### config.mk
export PLATFORM = sky130hd
export DESIGN_NAME = pbo_top
export DESIGN_NICKNAME = d
export VERILOG_FILES = /design/src/rtl/pbo_pkg.sv /design/src/rtl/pbo_regs_if.sv /design/src/rtl/pbo_detect.sv /design/src/rtl/pbo_top.sv
export VERILOG_INCLUDE_DIRS = /design/src /design/src/rtl
export SDC_FILE = /design/constraint.sdc
export NUM_CORES = 1
export LEC_CHECK = 0
export BUFFER_PORTS_ARGS = -buffer_cell sky130_fd_sc_hd__buf_2
export CAP_MARGIN = 20
export CORE_ASPECT_RATIO = 1.75
export CORE_MARGIN = 2
export CORE_UTILIZATION = 44
export DETAILED_ROUTE_END_ITERATION = 8
export PLACE_DENSITY = 0.75
export REMOVE_ABC_BUFFERS = 1
export SLEW_MARGIN = 20
export SYNTH_ARGS = -nofsm -noshare
export SYNTH_HDL_FRONTEND = slang
export SYNTH_SLANG_ARGS = --single-unit
### constraint.sdc
create_clock -name aclk -period 2.2 [get_ports aclk]
set_clock_uncertainty 0.1 [all_clocks]
set_input_delay 0.33 -clock aclk [delete_from_list [all_inputs] [get_ports aclk]]
set_output_delay 0.33 -clock aclk [all_outputs]
set_load 0.005 [all_outputs]
### src/rtl/pbo_cfg.svh
// Purpose: Constants for the phase-loss and build-out offset control block
// Assumes: AXI4-Lite byte addresses; printed offsets are register indices
// Notes:   Index 0x72 is printed; the other indices are chosen locally
`ifndef PBO_CFG_SVH
`define PBO_CFG_SVH
`define PBO_IDX_OFFSET     8'h72
`define PBO_IDX_FINE       8'h73
`define PBO_IDX_STATUS     8'h80
`define PBO_IDX_MASK       8'h81
`define PBO_IDX_PHERR      8'h82
`define PBO_ADDR_OFFSET    12'h1C8
`define PBO_ADDR_FINE      12'h1CC
`define PBO_ADDR_STATUS    12'h200
`define PBO_ADDR_MASK      12'h204
`define PBO_ADDR_PHERR     12'h208
`define PBO_RST_OFFSET     8'h00
`define PBO_RST_FINE       8'hA2
`define PBO_RST_MASK       2'h0
`define PBO_BIT_FINE_EN    7
`define PBO_BIT_NOACT      6
`define PBO_BIT_NARROW     5
`define PBO_FINE_MSB       2
`define PBO_OFS_MSB        5
`define PBO_FINE_SHIFT     5
`define PBO_RESP_OKAY      2'h0
`define PBO_RESP_SLVERR    2'h2
`endif

### src/rtl/pbo_pkg.sv
// Purpose: Types for the phase-loss and build-out offset control block
// Assumes: Used with pbo_cfg.svh for constants
// Notes:   Lock state codes change one bit per step, except hold to acquire (two bits)
package pbo_pkg;
   typedef enum logic [1:0] {
      PBO_ACQUIRE = 2'h0,  // Full +-360 degree acquisition
      PBO_LOCKED  = 2'h1,  // Phase locked
      PBO_HOLDEDG = 2'h3   // Input gone, lock kept, nearest-edge relock
   } pbo_lock_t;
endpackage : pbo_pkg

### src/rtl/pbo_regs_if.sv
// Purpose: Carrier between register slave and detector
// Assumes: Single clock
// Notes:   Configuration in, status out
`timescale 1ns/1ps
`default_nettype none
interface pbo_regs_if;
   logic [7:0] offset_cfg;
   logic [7:0] fine_cfg;
   logic       loss_event;
   logic       lock_event;
   logic       phase_lost;
   modport regs (output offset_cfg, output fine_cfg, input loss_event, input lock_event,
                 input phase_lost);
   modport det  (input offset_cfg, input fine_cfg, output loss_event, output lock_event,
                 output phase_lost);
endinterface : pbo_regs_if
`default_nettype wire

### src/rtl/pbo_detect.sv
// Purpose: Phase-loss decision and build-out offset application
// Assumes: Phase error magnitude and activity are synchronous inputs
// Notes:   Fine limit scales with the 3-bit field
`timescale 1ns/1ps
`default_nettype none
`include "pbo_cfg.svh"
module pbo_detect (
   input  wire logic         aclk,          // System clock
   input  wire logic         aresetn,       // Sync reset, active low
   pbo_regs_if.det           rif,           // Configuration and events
   input  wire logic [15:0]  phase_err,     // Phase error magnitude
   input  wire logic         other_loss,    // Other internal loss means
   input  wire logic         ref_active,    // Reference activity seen
   input  wire logic         pbo_event,     // Build-out event strobe
   input  wire logic [15:0]  pbo_phase,     // Raw build-out phase
   output logic              pbo_valid,     // Offset phase valid
   output logic      [15:0]  pbo_adj,       // Offset-corrected phase
   output logic              nearest_edge,  // Relock within +-180 degrees
   output logic              full_acq       // Acquire over +-360 degrees
);
   pbo_pkg::pbo_lock_t state;
   pbo_pkg::pbo_lock_t next_state;
   logic        fine_en;
   logic        noact_en;
   logic [15:0] fine_lim;
   logic        fine_trip;
   logic        noact_trip;
   logic        lose;
   logic [15:0] ofs_ext;

   assign fine_en    = rif.fine_cfg[`PBO_BIT_FINE_EN];
   assign noact_en   = rif.fine_cfg[`PBO_BIT_NOACT];
   assign fine_lim   = {8'h00, 5'h00, rif.fine_cfg[`PBO_FINE_MSB:0]} << `PBO_FINE_SHIFT;
   assign fine_trip  = fine_en && (phase_err > fine_lim);
   assign noact_trip = noact_en && !ref_active;
   assign lose       = fine_trip || noact_trip || other_loss;
   // Sign-extend the six-bit offset
   assign ofs_ext    = {{10{rif.offset_cfg[`PBO_OFS_MSB]}},
                        rif.offset_cfg[`PBO_OFS_MSB:0]};

   always_comb begin
      next_state = state;
      case (state)
         pbo_pkg::PBO_ACQUIRE: if (!lose && ref_active) next_state = pbo_pkg::PBO_LOCKED;
         pbo_pkg::PBO_LOCKED: begin
            if (lose) next_state = pbo_pkg::PBO_ACQUIRE;
            else if (!ref_active) next_state = pbo_pkg::PBO_HOLDEDG;
         end
         pbo_pkg::PBO_HOLDEDG: begin
            if (lose) next_state = pbo_pkg::PBO_ACQUIRE;
            else if (ref_active) next_state = pbo_pkg::PBO_LOCKED;
         end
         default: next_state = pbo_pkg::PBO_ACQUIRE;
      endcase
   end

   always_ff @(posedge aclk) begin
      if (!aresetn) state <= pbo_pkg::PBO_ACQUIRE;
      else state <= next_state;
   end

   always_ff @(posedge aclk) begin
      if (!aresetn) begin
         pbo_valid <= 1'b0;
         pbo_adj   <= 16'h0000;
      end else begin
         pbo_valid <= pbo_event;
         if (pbo_event) pbo_adj <= pbo_phase + ofs_ext;
      end
   end

   assign rif.phase_lost = (state == pbo_pkg::PBO_ACQUIRE);
   assign rif.loss_event = (state != pbo_pkg::PBO_ACQUIRE) && (next_state == pbo_pkg::PBO_ACQUIRE);
   assign rif.lock_event = (state == pbo_pkg::PBO_ACQUIRE) && (next_state == pbo_pkg::PBO_LOCKED);
   assign full_acq       = (state == pbo_pkg::PBO_ACQUIRE);
   assign nearest_edge   = (state == pbo_pkg::PBO_HOLDEDG);

   fine_loss_a: assert property (@(posedge aclk) disable iff (!aresetn)
      (state != pbo_pkg::PBO_ACQUIRE && fine_en && phase_err > fine_lim)
      |=> state == pbo_pkg::PBO_ACQUIRE) else $error("fine limit did not cause loss");
   noact_loss_a: assert property (@(posedge aclk) disable iff (!aresetn)
      (state != pbo_pkg::PBO_ACQUIRE && noact_en && !ref_active)
      |=> full_acq) else $error("inactivity did not cause loss");
   hold_lock_a: assert property (@(posedge aclk) disable iff (!aresetn)
      (state == pbo_pkg::PBO_LOCKED && !ref_active && !noact_en && !other_loss && !fine_trip)
      |=> nearest_edge && !full_acq) else $error("lock dropped on inactivity");
   no_fine_a: assert property (@(posedge aclk) disable iff (!aresetn)
      (state == pbo_pkg::PBO_LOCKED && !fine_en && ref_active && !other_loss)
      |=> state == pbo_pkg::PBO_LOCKED) else $error("loss without cause");
   offset_add_a: assert property (@(posedge aclk) disable iff (!aresetn)
      pbo_event |=> pbo_valid && pbo_adj == $past(pbo_phase) + $past(ofs_ext))
      else $error("build-out offset not applied");
   sign_ext_a: assert property (@(posedge aclk) disable iff (!aresetn)
      ofs_ext[15] == rif.offset_cfg[5]) else $error("offset not signed");
   acq_lost_a: assert property (@(posedge aclk) disable iff (!aresetn)
      rif.phase_lost |-> full_acq && !nearest_edge) else $error("acquire mode wrong");
   hold_cov_c: cover property (@(posedge aclk) nearest_edge ##[1:20] state == pbo_pkg::PBO_LOCKED);
   loss_cov_c: cover property (@(posedge aclk) rif.loss_event);
   pbo_cov_c:  cover property (@(posedge aclk) pbo_valid && ofs_ext[15]);
endmodule : pbo_detect
`default_nettype wire

### src/rtl/pbo_top.sv
// Functional notes
// - Build-out offset register is read/write and resets to zero.
// - Programmed offset is added to every phase build-out event.
// - Fine enable set: phase error beyond fine limit declares phase loss.
// - Default: input failure keeps lock; relock to nearest edge within half cycle.
// - Declared phase loss forces full frequency and phase acquisition.
// - Inactivity bit set: no reference activity declares phase loss at once.
//
// Purpose: AXI4-Lite top of phase-loss and build-out offset control
// Assumes: Single 100 MHz clock, synchronous active-low reset
// Notes:   Status bit 0 loss, bit 1 lock; write one to clear
`timescale 1ns/1ps
`default_nettype none
`include "pbo_cfg.svh"
module pbo_top (
   input  wire logic         aclk,          // System clock
   input  wire logic         aresetn,       // Sync reset, active low
   input  wire logic [11:0]  s_axi_awaddr,  // Write address
   input  wire logic         s_axi_awvalid, // Write address valid
   output logic              s_axi_awready, // Write address ready
   input  wire logic [31:0]  s_axi_wdata,   // Write data
   input  wire logic [3:0]   s_axi_wstrb,   // Write strobes
   input  wire logic         s_axi_wvalid,  // Write data valid
   output logic              s_axi_wready,  // Write data ready
   output logic [1:0]        s_axi_bresp,   // Write response
   output logic              s_axi_bvalid,  // Write response valid
   input  wire logic         s_axi_bready,  // Write response ready
   input  wire logic [11:0]  s_axi_araddr,  // Read address
   input  wire logic         s_axi_arvalid, // Read address valid
   output logic              s_axi_arready, // Read address ready
   output logic [31:0]       s_axi_rdata,   // Read data
   output logic [1:0]        s_axi_rresp,   // Read response
   output logic              s_axi_rvalid,  // Read data valid
   input  wire logic         s_axi_rready,  // Read data ready
   input  wire logic [15:0]  phase_err,     // Phase error magnitude
   input  wire logic         other_loss,    // Other loss detection
   input  wire logic         ref_active,    // Reference activity
   input  wire logic         pbo_event,     // Build-out event strobe
   input  wire logic [15:0]  pbo_phase,     // Raw build-out phase
   output logic              pbo_valid,     // Offset phase valid
   output logic [15:0]       pbo_adj,       // Offset-corrected phase
   output logic              nearest_edge,  // Nearest-edge relock mode
   output logic              full_acq,      // Full acquisition mode
   output logic              phase_lost,    // Phase loss declared
   output logic              irq            // Interrupt, level
);
   pbo_regs_if rif ();
   logic [7:0]  offset_cfg;
   logic [7:0]  fine_cfg;
   logic [1:0]  status;
   logic [1:0]  mask;
   logic [11:0] aw_addr;
   logic [31:0] w_data;
   logic [3:0]  w_strb;
   logic        aw_have;
   logic        w_have;
   logic        do_write;
   logic [1:0]  events;
   logic [1:0]  w1c;
   logic [1:0]  next_mask;
   logic        wr_hit;
   logic [31:0] rd_word;
   logic        rd_hit;

   function automatic logic addr_known(input logic [11:0] a);
      addr_known = (a == `PBO_ADDR_OFFSET) || (a == `PBO_ADDR_FINE) ||
                   (a == `PBO_ADDR_STATUS) || (a == `PBO_ADDR_MASK) ||
                   (a == `PBO_ADDR_PHERR);
   endfunction : addr_known

   assign s_axi_awready = !aw_have && !s_axi_bvalid;
   assign s_axi_wready  = !w_have && !s_axi_bvalid;
   assign s_axi_arready = !s_axi_rvalid;
   assign do_write = aw_have && w_have && !s_axi_bvalid;
   assign wr_hit   = do_write && w_strb[0];
   assign w1c      = (wr_hit && aw_addr == `PBO_ADDR_STATUS) ? w_data[1:0] : 2'h0;
   assign events   = {rif.lock_event, rif.loss_event};
   // Mask as it stands after this edge, so irq follows a mask write at once
   assign next_mask = (wr_hit && aw_addr == `PBO_ADDR_MASK) ? w_data[1:0] : mask;
   assign rd_hit   = addr_known(s_axi_araddr);
   assign rd_word  = (s_axi_araddr == `PBO_ADDR_OFFSET) ? {24'h000000, offset_cfg} :
                     (s_axi_araddr == `PBO_ADDR_FINE)   ? {24'h000000, fine_cfg} :
                     (s_axi_araddr == `PBO_ADDR_STATUS) ? {30'h00000000, status} :
                     (s_axi_araddr == `PBO_ADDR_MASK)   ? {30'h00000000, mask} :
                     (s_axi_araddr == `PBO_ADDR_PHERR)  ?
                        {29'h00000000, nearest_edge, full_acq, phase_lost} : 32'h00000000;

   always_ff @(posedge aclk) begin
      if (!aresetn) begin
         aw_have <= 1'b0;
         w_have  <= 1'b0;
         aw_addr <= 12'h000;
         w_data  <= 32'h00000000;
         w_strb  <= 4'h0;
      end else begin
         if (s_axi_awvalid && s_axi_awready) begin
            aw_have <= 1'b1;
            aw_addr <= s_axi_awaddr;
         end else if (do_write) aw_have <= 1'b0;
         if (s_axi_wvalid && s_axi_wready) begin
            w_have <= 1'b1;
            w_data <= s_axi_wdata;
            w_strb <= s_axi_wstrb;
         end else if (do_write) w_have <= 1'b0;
      end
   end

   always_ff @(posedge aclk) begin
      if (!aresetn) begin
         s_axi_bvalid <= 1'b0;
         s_axi_bresp  <= `PBO_RESP_OKAY;
      end else if (do_write) begin
         s_axi_bvalid <= 1'b1;
         s_axi_bresp  <= addr_known(aw_addr) ? `PBO_RESP_OKAY : `PBO_RESP_SLVERR;
      end else if (s_axi_bready) s_axi_bvalid <= 1'b0;
   end

   always_ff @(posedge aclk) begin
      if (!aresetn) begin
         offset_cfg <= `PBO_RST_OFFSET;
         fine_cfg   <= `PBO_RST_FINE;
         mask       <= `PBO_RST_MASK;
      end else if (wr_hit) begin
         // Unused bits 7:6 of the offset register stay zero
         if (aw_addr == `PBO_ADDR_OFFSET) offset_cfg <= {2'h0, w_data[5:0]};
         // Software keeps fine enable low for multi-UI jitter tolerance
         if (aw_addr == `PBO_ADDR_FINE) fine_cfg <= w_data[7:0];
         if (aw_addr == `PBO_ADDR_MASK) mask <= w_data[1:0];
      end
   end

   // Set wins over a same-cycle clear
   always_ff @(posedge aclk) begin
      if (!aresetn) status <= 2'h0;
      else status <= (status & ~w1c) | events;
   end

   always_ff @(posedge aclk) begin
      if (!aresetn) begin
         s_axi_rvalid <= 1'b0;
         s_axi_rdata  <= 32'h00000000;
         s_axi_rresp  <= `PBO_RESP_OKAY;
      end else if (s_axi_arvalid && s_axi_arready) begin
         s_axi_rvalid <= 1'b1;
         s_axi_rdata  <= rd_word;
         s_axi_rresp  <= rd_hit ? `PBO_RESP_OKAY : `PBO_RESP_SLVERR;
      end else if (s_axi_rready) s_axi_rvalid <= 1'b0;
   end

   function automatic logic [1:0] next_status_masked(input logic [1:0] s, input logic [1:0] c,
                                                     input logic [1:0] e, input logic [1:0] m);
      next_status_masked = ((s & ~c) | e) & m;
   endfunction : next_status_masked

   always_ff @(posedge aclk) begin
      if (!aresetn) irq <= 1'b0;
      else irq <= |(next_status_masked(status, w1c, events, next_mask));
   end

   assign rif.offset_cfg = offset_cfg;
   assign rif.fine_cfg   = fine_cfg;
   assign phase_lost     = rif.phase_lost;

   pbo_detect u_det (
      .aclk         (aclk),
      .aresetn      (aresetn),
      .rif          (rif),
      .phase_err    (phase_err),
      .other_loss   (other_loss),
      .ref_active   (ref_active),
      .pbo_event    (pbo_event),
      .pbo_phase    (pbo_phase),
      .pbo_valid    (pbo_valid),
      .pbo_adj      (pbo_adj),
      .nearest_edge (nearest_edge),
      .full_acq     (full_acq)
   );

   offset_reset_a: assert property (@(posedge aclk)
      !aresetn |=> offset_cfg == 8'h00) else $error("offset not zero after reset");
   offset_write_a: assert property (@(posedge aclk) disable iff (!aresetn)
      wr_hit && aw_addr == `PBO_ADDR_OFFSET |=> offset_cfg[5:0] == $past(w_data[5:0]))
      else $error("offset write lost");
   set_wins_a: assert property (@(posedge aclk) disable iff (!aresetn)
      |events |=> (status & $past(events)) == $past(events)) else $error("event lost");
   irq_level_a: assert property (@(posedge aclk) disable iff (!aresetn)
      irq == |(status & mask)) else $error("irq mismatch");
   wr_cov_c: cover property (@(posedge aclk) s_axi_bvalid && s_axi_bready);
   rd_cov_c: cover property (@(posedge aclk) s_axi_rvalid && s_axi_rready);
endmodule : pbo_top
`default_nettype wire

==> impl_metrics.json <==
{
  "cts-buffers-inserted": 9,
  "relSlewSlack": 0.6686,
  "hold_buffers": 0,
  "die_area_mm2": 0.009737,
  "synthDistinctLibCells": 55,
  "max_slew.worst_pin.slew_ns": 0.4926,
  "outcome": "finished, final reports clean",
  "synth_top_family_by_area": "simple AND/OR/NAND/NOR gates",
  "synth-seq-cells": 73,
  "cts_sinks": 73,
  "synth_top_area_share": 0.3717,
  "post-place-cells": 719,
  "drive_gt1_frac": 0.2926,
  "via_per_inst": 5.175,
  "hold_class": "input pin to register",
  "drv_cap": 0,
  "period_needed_ns": 2.196,
  "synthCells": 482,
  "r2r_slack_ns": 0.004,
  "cts_tree": "yes",
  "dp_hpwl_mm": 8.023,
  "holdWs_ns": 0.08590,
  "root_buffer": "clkbuf_16",
  "finish.utilization": 0.5866,
  "setup_violations": 0,
  "vias": 3824,
  "critical_path_class": "register to register",
  "synth_area_leaders": "dfxtp_1 37%, nand2_1 6.7%, a21oi_1 6.5%, ha_1 5.7%, buf_4 5.2%",
  "n_antenna_cell": 0,
  "stdcell_count": 739,
  "gp_congestion": 0.9244,
  "hold_violations": 0,
  "synth_compound_area_frac": 0.1833,
  "path_max_fanout": 2,
  "place_ws_ns": -0.1729,
  "yosys.area.top_type": "dfxtp_1",
  "io-pin-count": 164,
  "cp.required_ns": 2.32,
  "p_leak_nw": 2.361,
  "ir_worst_vdd_mv": 0.5860,
  "totalPowerFinal_mw": 3.247,
  "htreeDepth": 3,
  "grt_usage": 0.2193,
  "grt_remaining_overflow": 0,
  "syn_to_final_growth_pct": 29.38,
  "die_w_um": 75.46,
  "finalNetCount": 739,
  "avgSynthCellArea_um2": 8.156,
  "slew_violations": 0,
  "max_freq_mhz": 455.4,
  "post-synth-top-count-cell": "dfxtp_1",
  "rows": 45,
  "antenna_found_initial": 0,
  "path_clk_slew_ns": 0.05,
  "cts_buffer_depth": 2,
  "first_pass_iters": 5,
  "synth_adder_area_share": 0.06238,
  "drc": 0,
  "drt-initial-drc-count": 122,
  "ys_top_cells_by_count": "73 x dfxtp_1, 70 x nand2_1, 51 x a21oi_1, 51 x nor2_1, 27 x buf_4",
  "ys.flop_type": "dfxtp_1",
  "startpoint_type": "register",
  "grt_pass1_wl_mm": 16.43,
  "clk_latency_ns": 0.33,
  "ant_nets": 0,
  "synthMuxAreaShare": 0.05697,
  "die_h_um": 129.0,
  "yosys_warnings": 0,
  "grt_max_degree": 35,
  "period_share": 0.9981,
  "start_util": 0.4534,
  "crit_path_end_kind": "register",
  "synth-xor-area-share": 0.02005,
  "io_buffers": 110,
  "drt-wirelength-per-cell_um": 13.97,
  "synthSimpleGateAreaFrac": 0.2206,
  "seq_area_frac_synth": 0.3717,
  "wirelength_mm": 10.32,
  "rsz0062_at_grt": "yes",
  "critPathArrivalTime_ns": 2.31,
  "synth_area_mm2": 0.003931,
  "power_density_mw_per_mm2": 638.5,
  "setup_slack_ns": 0.004185,
  "grt_pass1_vias": 3754,
  "synth-async-reset-ratio": 0,
  "synth_edf_count": 0,
  "core_mm2": 0.008671
}
## routing by layer
metal / part of all wire / vias to the layer above / wire (µm) / track usage
li1: - / 1922 / - / -
met1: 0.35 / 1710 / 3609 / 0.2144
met2: 0.55 / 160 / 5640 / 0.4072
met3: 0.065 / 32 / 667 / 0.04510
met4: 0.039 / 0 / 403 / 0.1228
met5: 0 / - / 0 / 0
## worst max-delay path, stage by stage (launching register included)
cell and delay, ns:
dfxtp_2 0.33, ha_4 0.16, inv_2 0.05, fa_2 0.20
nand2b_4 0.13, a21oi_2 0.06, o211ai_1 0.31, a21oi_1 0.15
or3_1 0.38, a31o_2 0.21
## worst paths after layout
kind | start | to | depth (start not counted)
worst min register to register | w_data[7] | w_data[7] | 2
worst max-delay path | offset_cfg[0] | u_det.pbo_adj[10] | 9
worst max register to register | offset_cfg[0] | u_det.pbo_adj[10] | 9
worst min-delay path | s_axi_rready | s_axi_rvalid | 2
## stage by stage
step	TNS, ns	cell area [µm²]
floorplan	0	3759
global placement	-0.3573	4686
detailed placement	-0.4284	4686
CTS	0	5026
global route	-0.1403	5086
finish	0	5086
## sequential cells by signal, indices dropped and copies added, names as in the netlist
register,cells
irq,1
u_det.pbo_adj,16
fine_cfg,8
w_strb,1
aw_have,1
s_axi_bvalid,1
s_axi_rvalid,1
w_have,1
s_axi_rdata,8
aw_addr,12
s_axi_rresp,1
status,2
offset_cfg,6
s_axi_bresp,1
u_det.state,2
w_data,8
mask,2
u_det.pbo_valid,1
## what timing repair did
action,CTS,global route
endpoints found under the hold margin,0,0
gates resized for setup,4,16
buffers inserted,2,3
pin swaps,2,8
setup endpoints to repair,3,5
## where the power goes
part	switching [mW]	internal, mW	leakage, nW
logic	0.204	0.163	1.62
registers	0.0417	1.38	0.597
clock network	0.530	0.932	0.140
total	0.775	2.47	2.36
## logic make-up (layout without fill, tap and decap cells)
kind of cell	Yosys count	count (layout)
mux	22	22
xor+xnor	9	9
other cells	1	26
simple gates	180	180
flops	73	73
buf+inv	61	176
fa+ha+maj	19	19
compound gates	117	117
## cells in the final DEF (no fill, tap or decap), types with 5 or more instances in the layout
cell / count
buf_2: 110
dfxtp_1: 71
nand2_1: 69
nor2_1: 51
a21oi_1: 48
buf_4: 33
conb_1: 26
mux2i_1: 19
ha_1: 17
inv_1: 16
o21ai_0: 15
nand3_1: 9
clkbuf_16: 9
nor4_1: 6
or3_1: 6
a211oi_1: 5
nor2b_1: 5
o31ai_1: 5
## layout make-up
type / instances / area (µm²)
clock inverters: 4 / 52.55
inverters: 17 / 63.81
clock buffers: 11 / 252.7
repair buffers: 144 / 818.3
flip-flops and latches: 73 / 1464
multi-input cells: 373 / 2288
well taps: 117 / 146.4
fillers: 815 / 3585
Power figures use the tool's default switching activity.
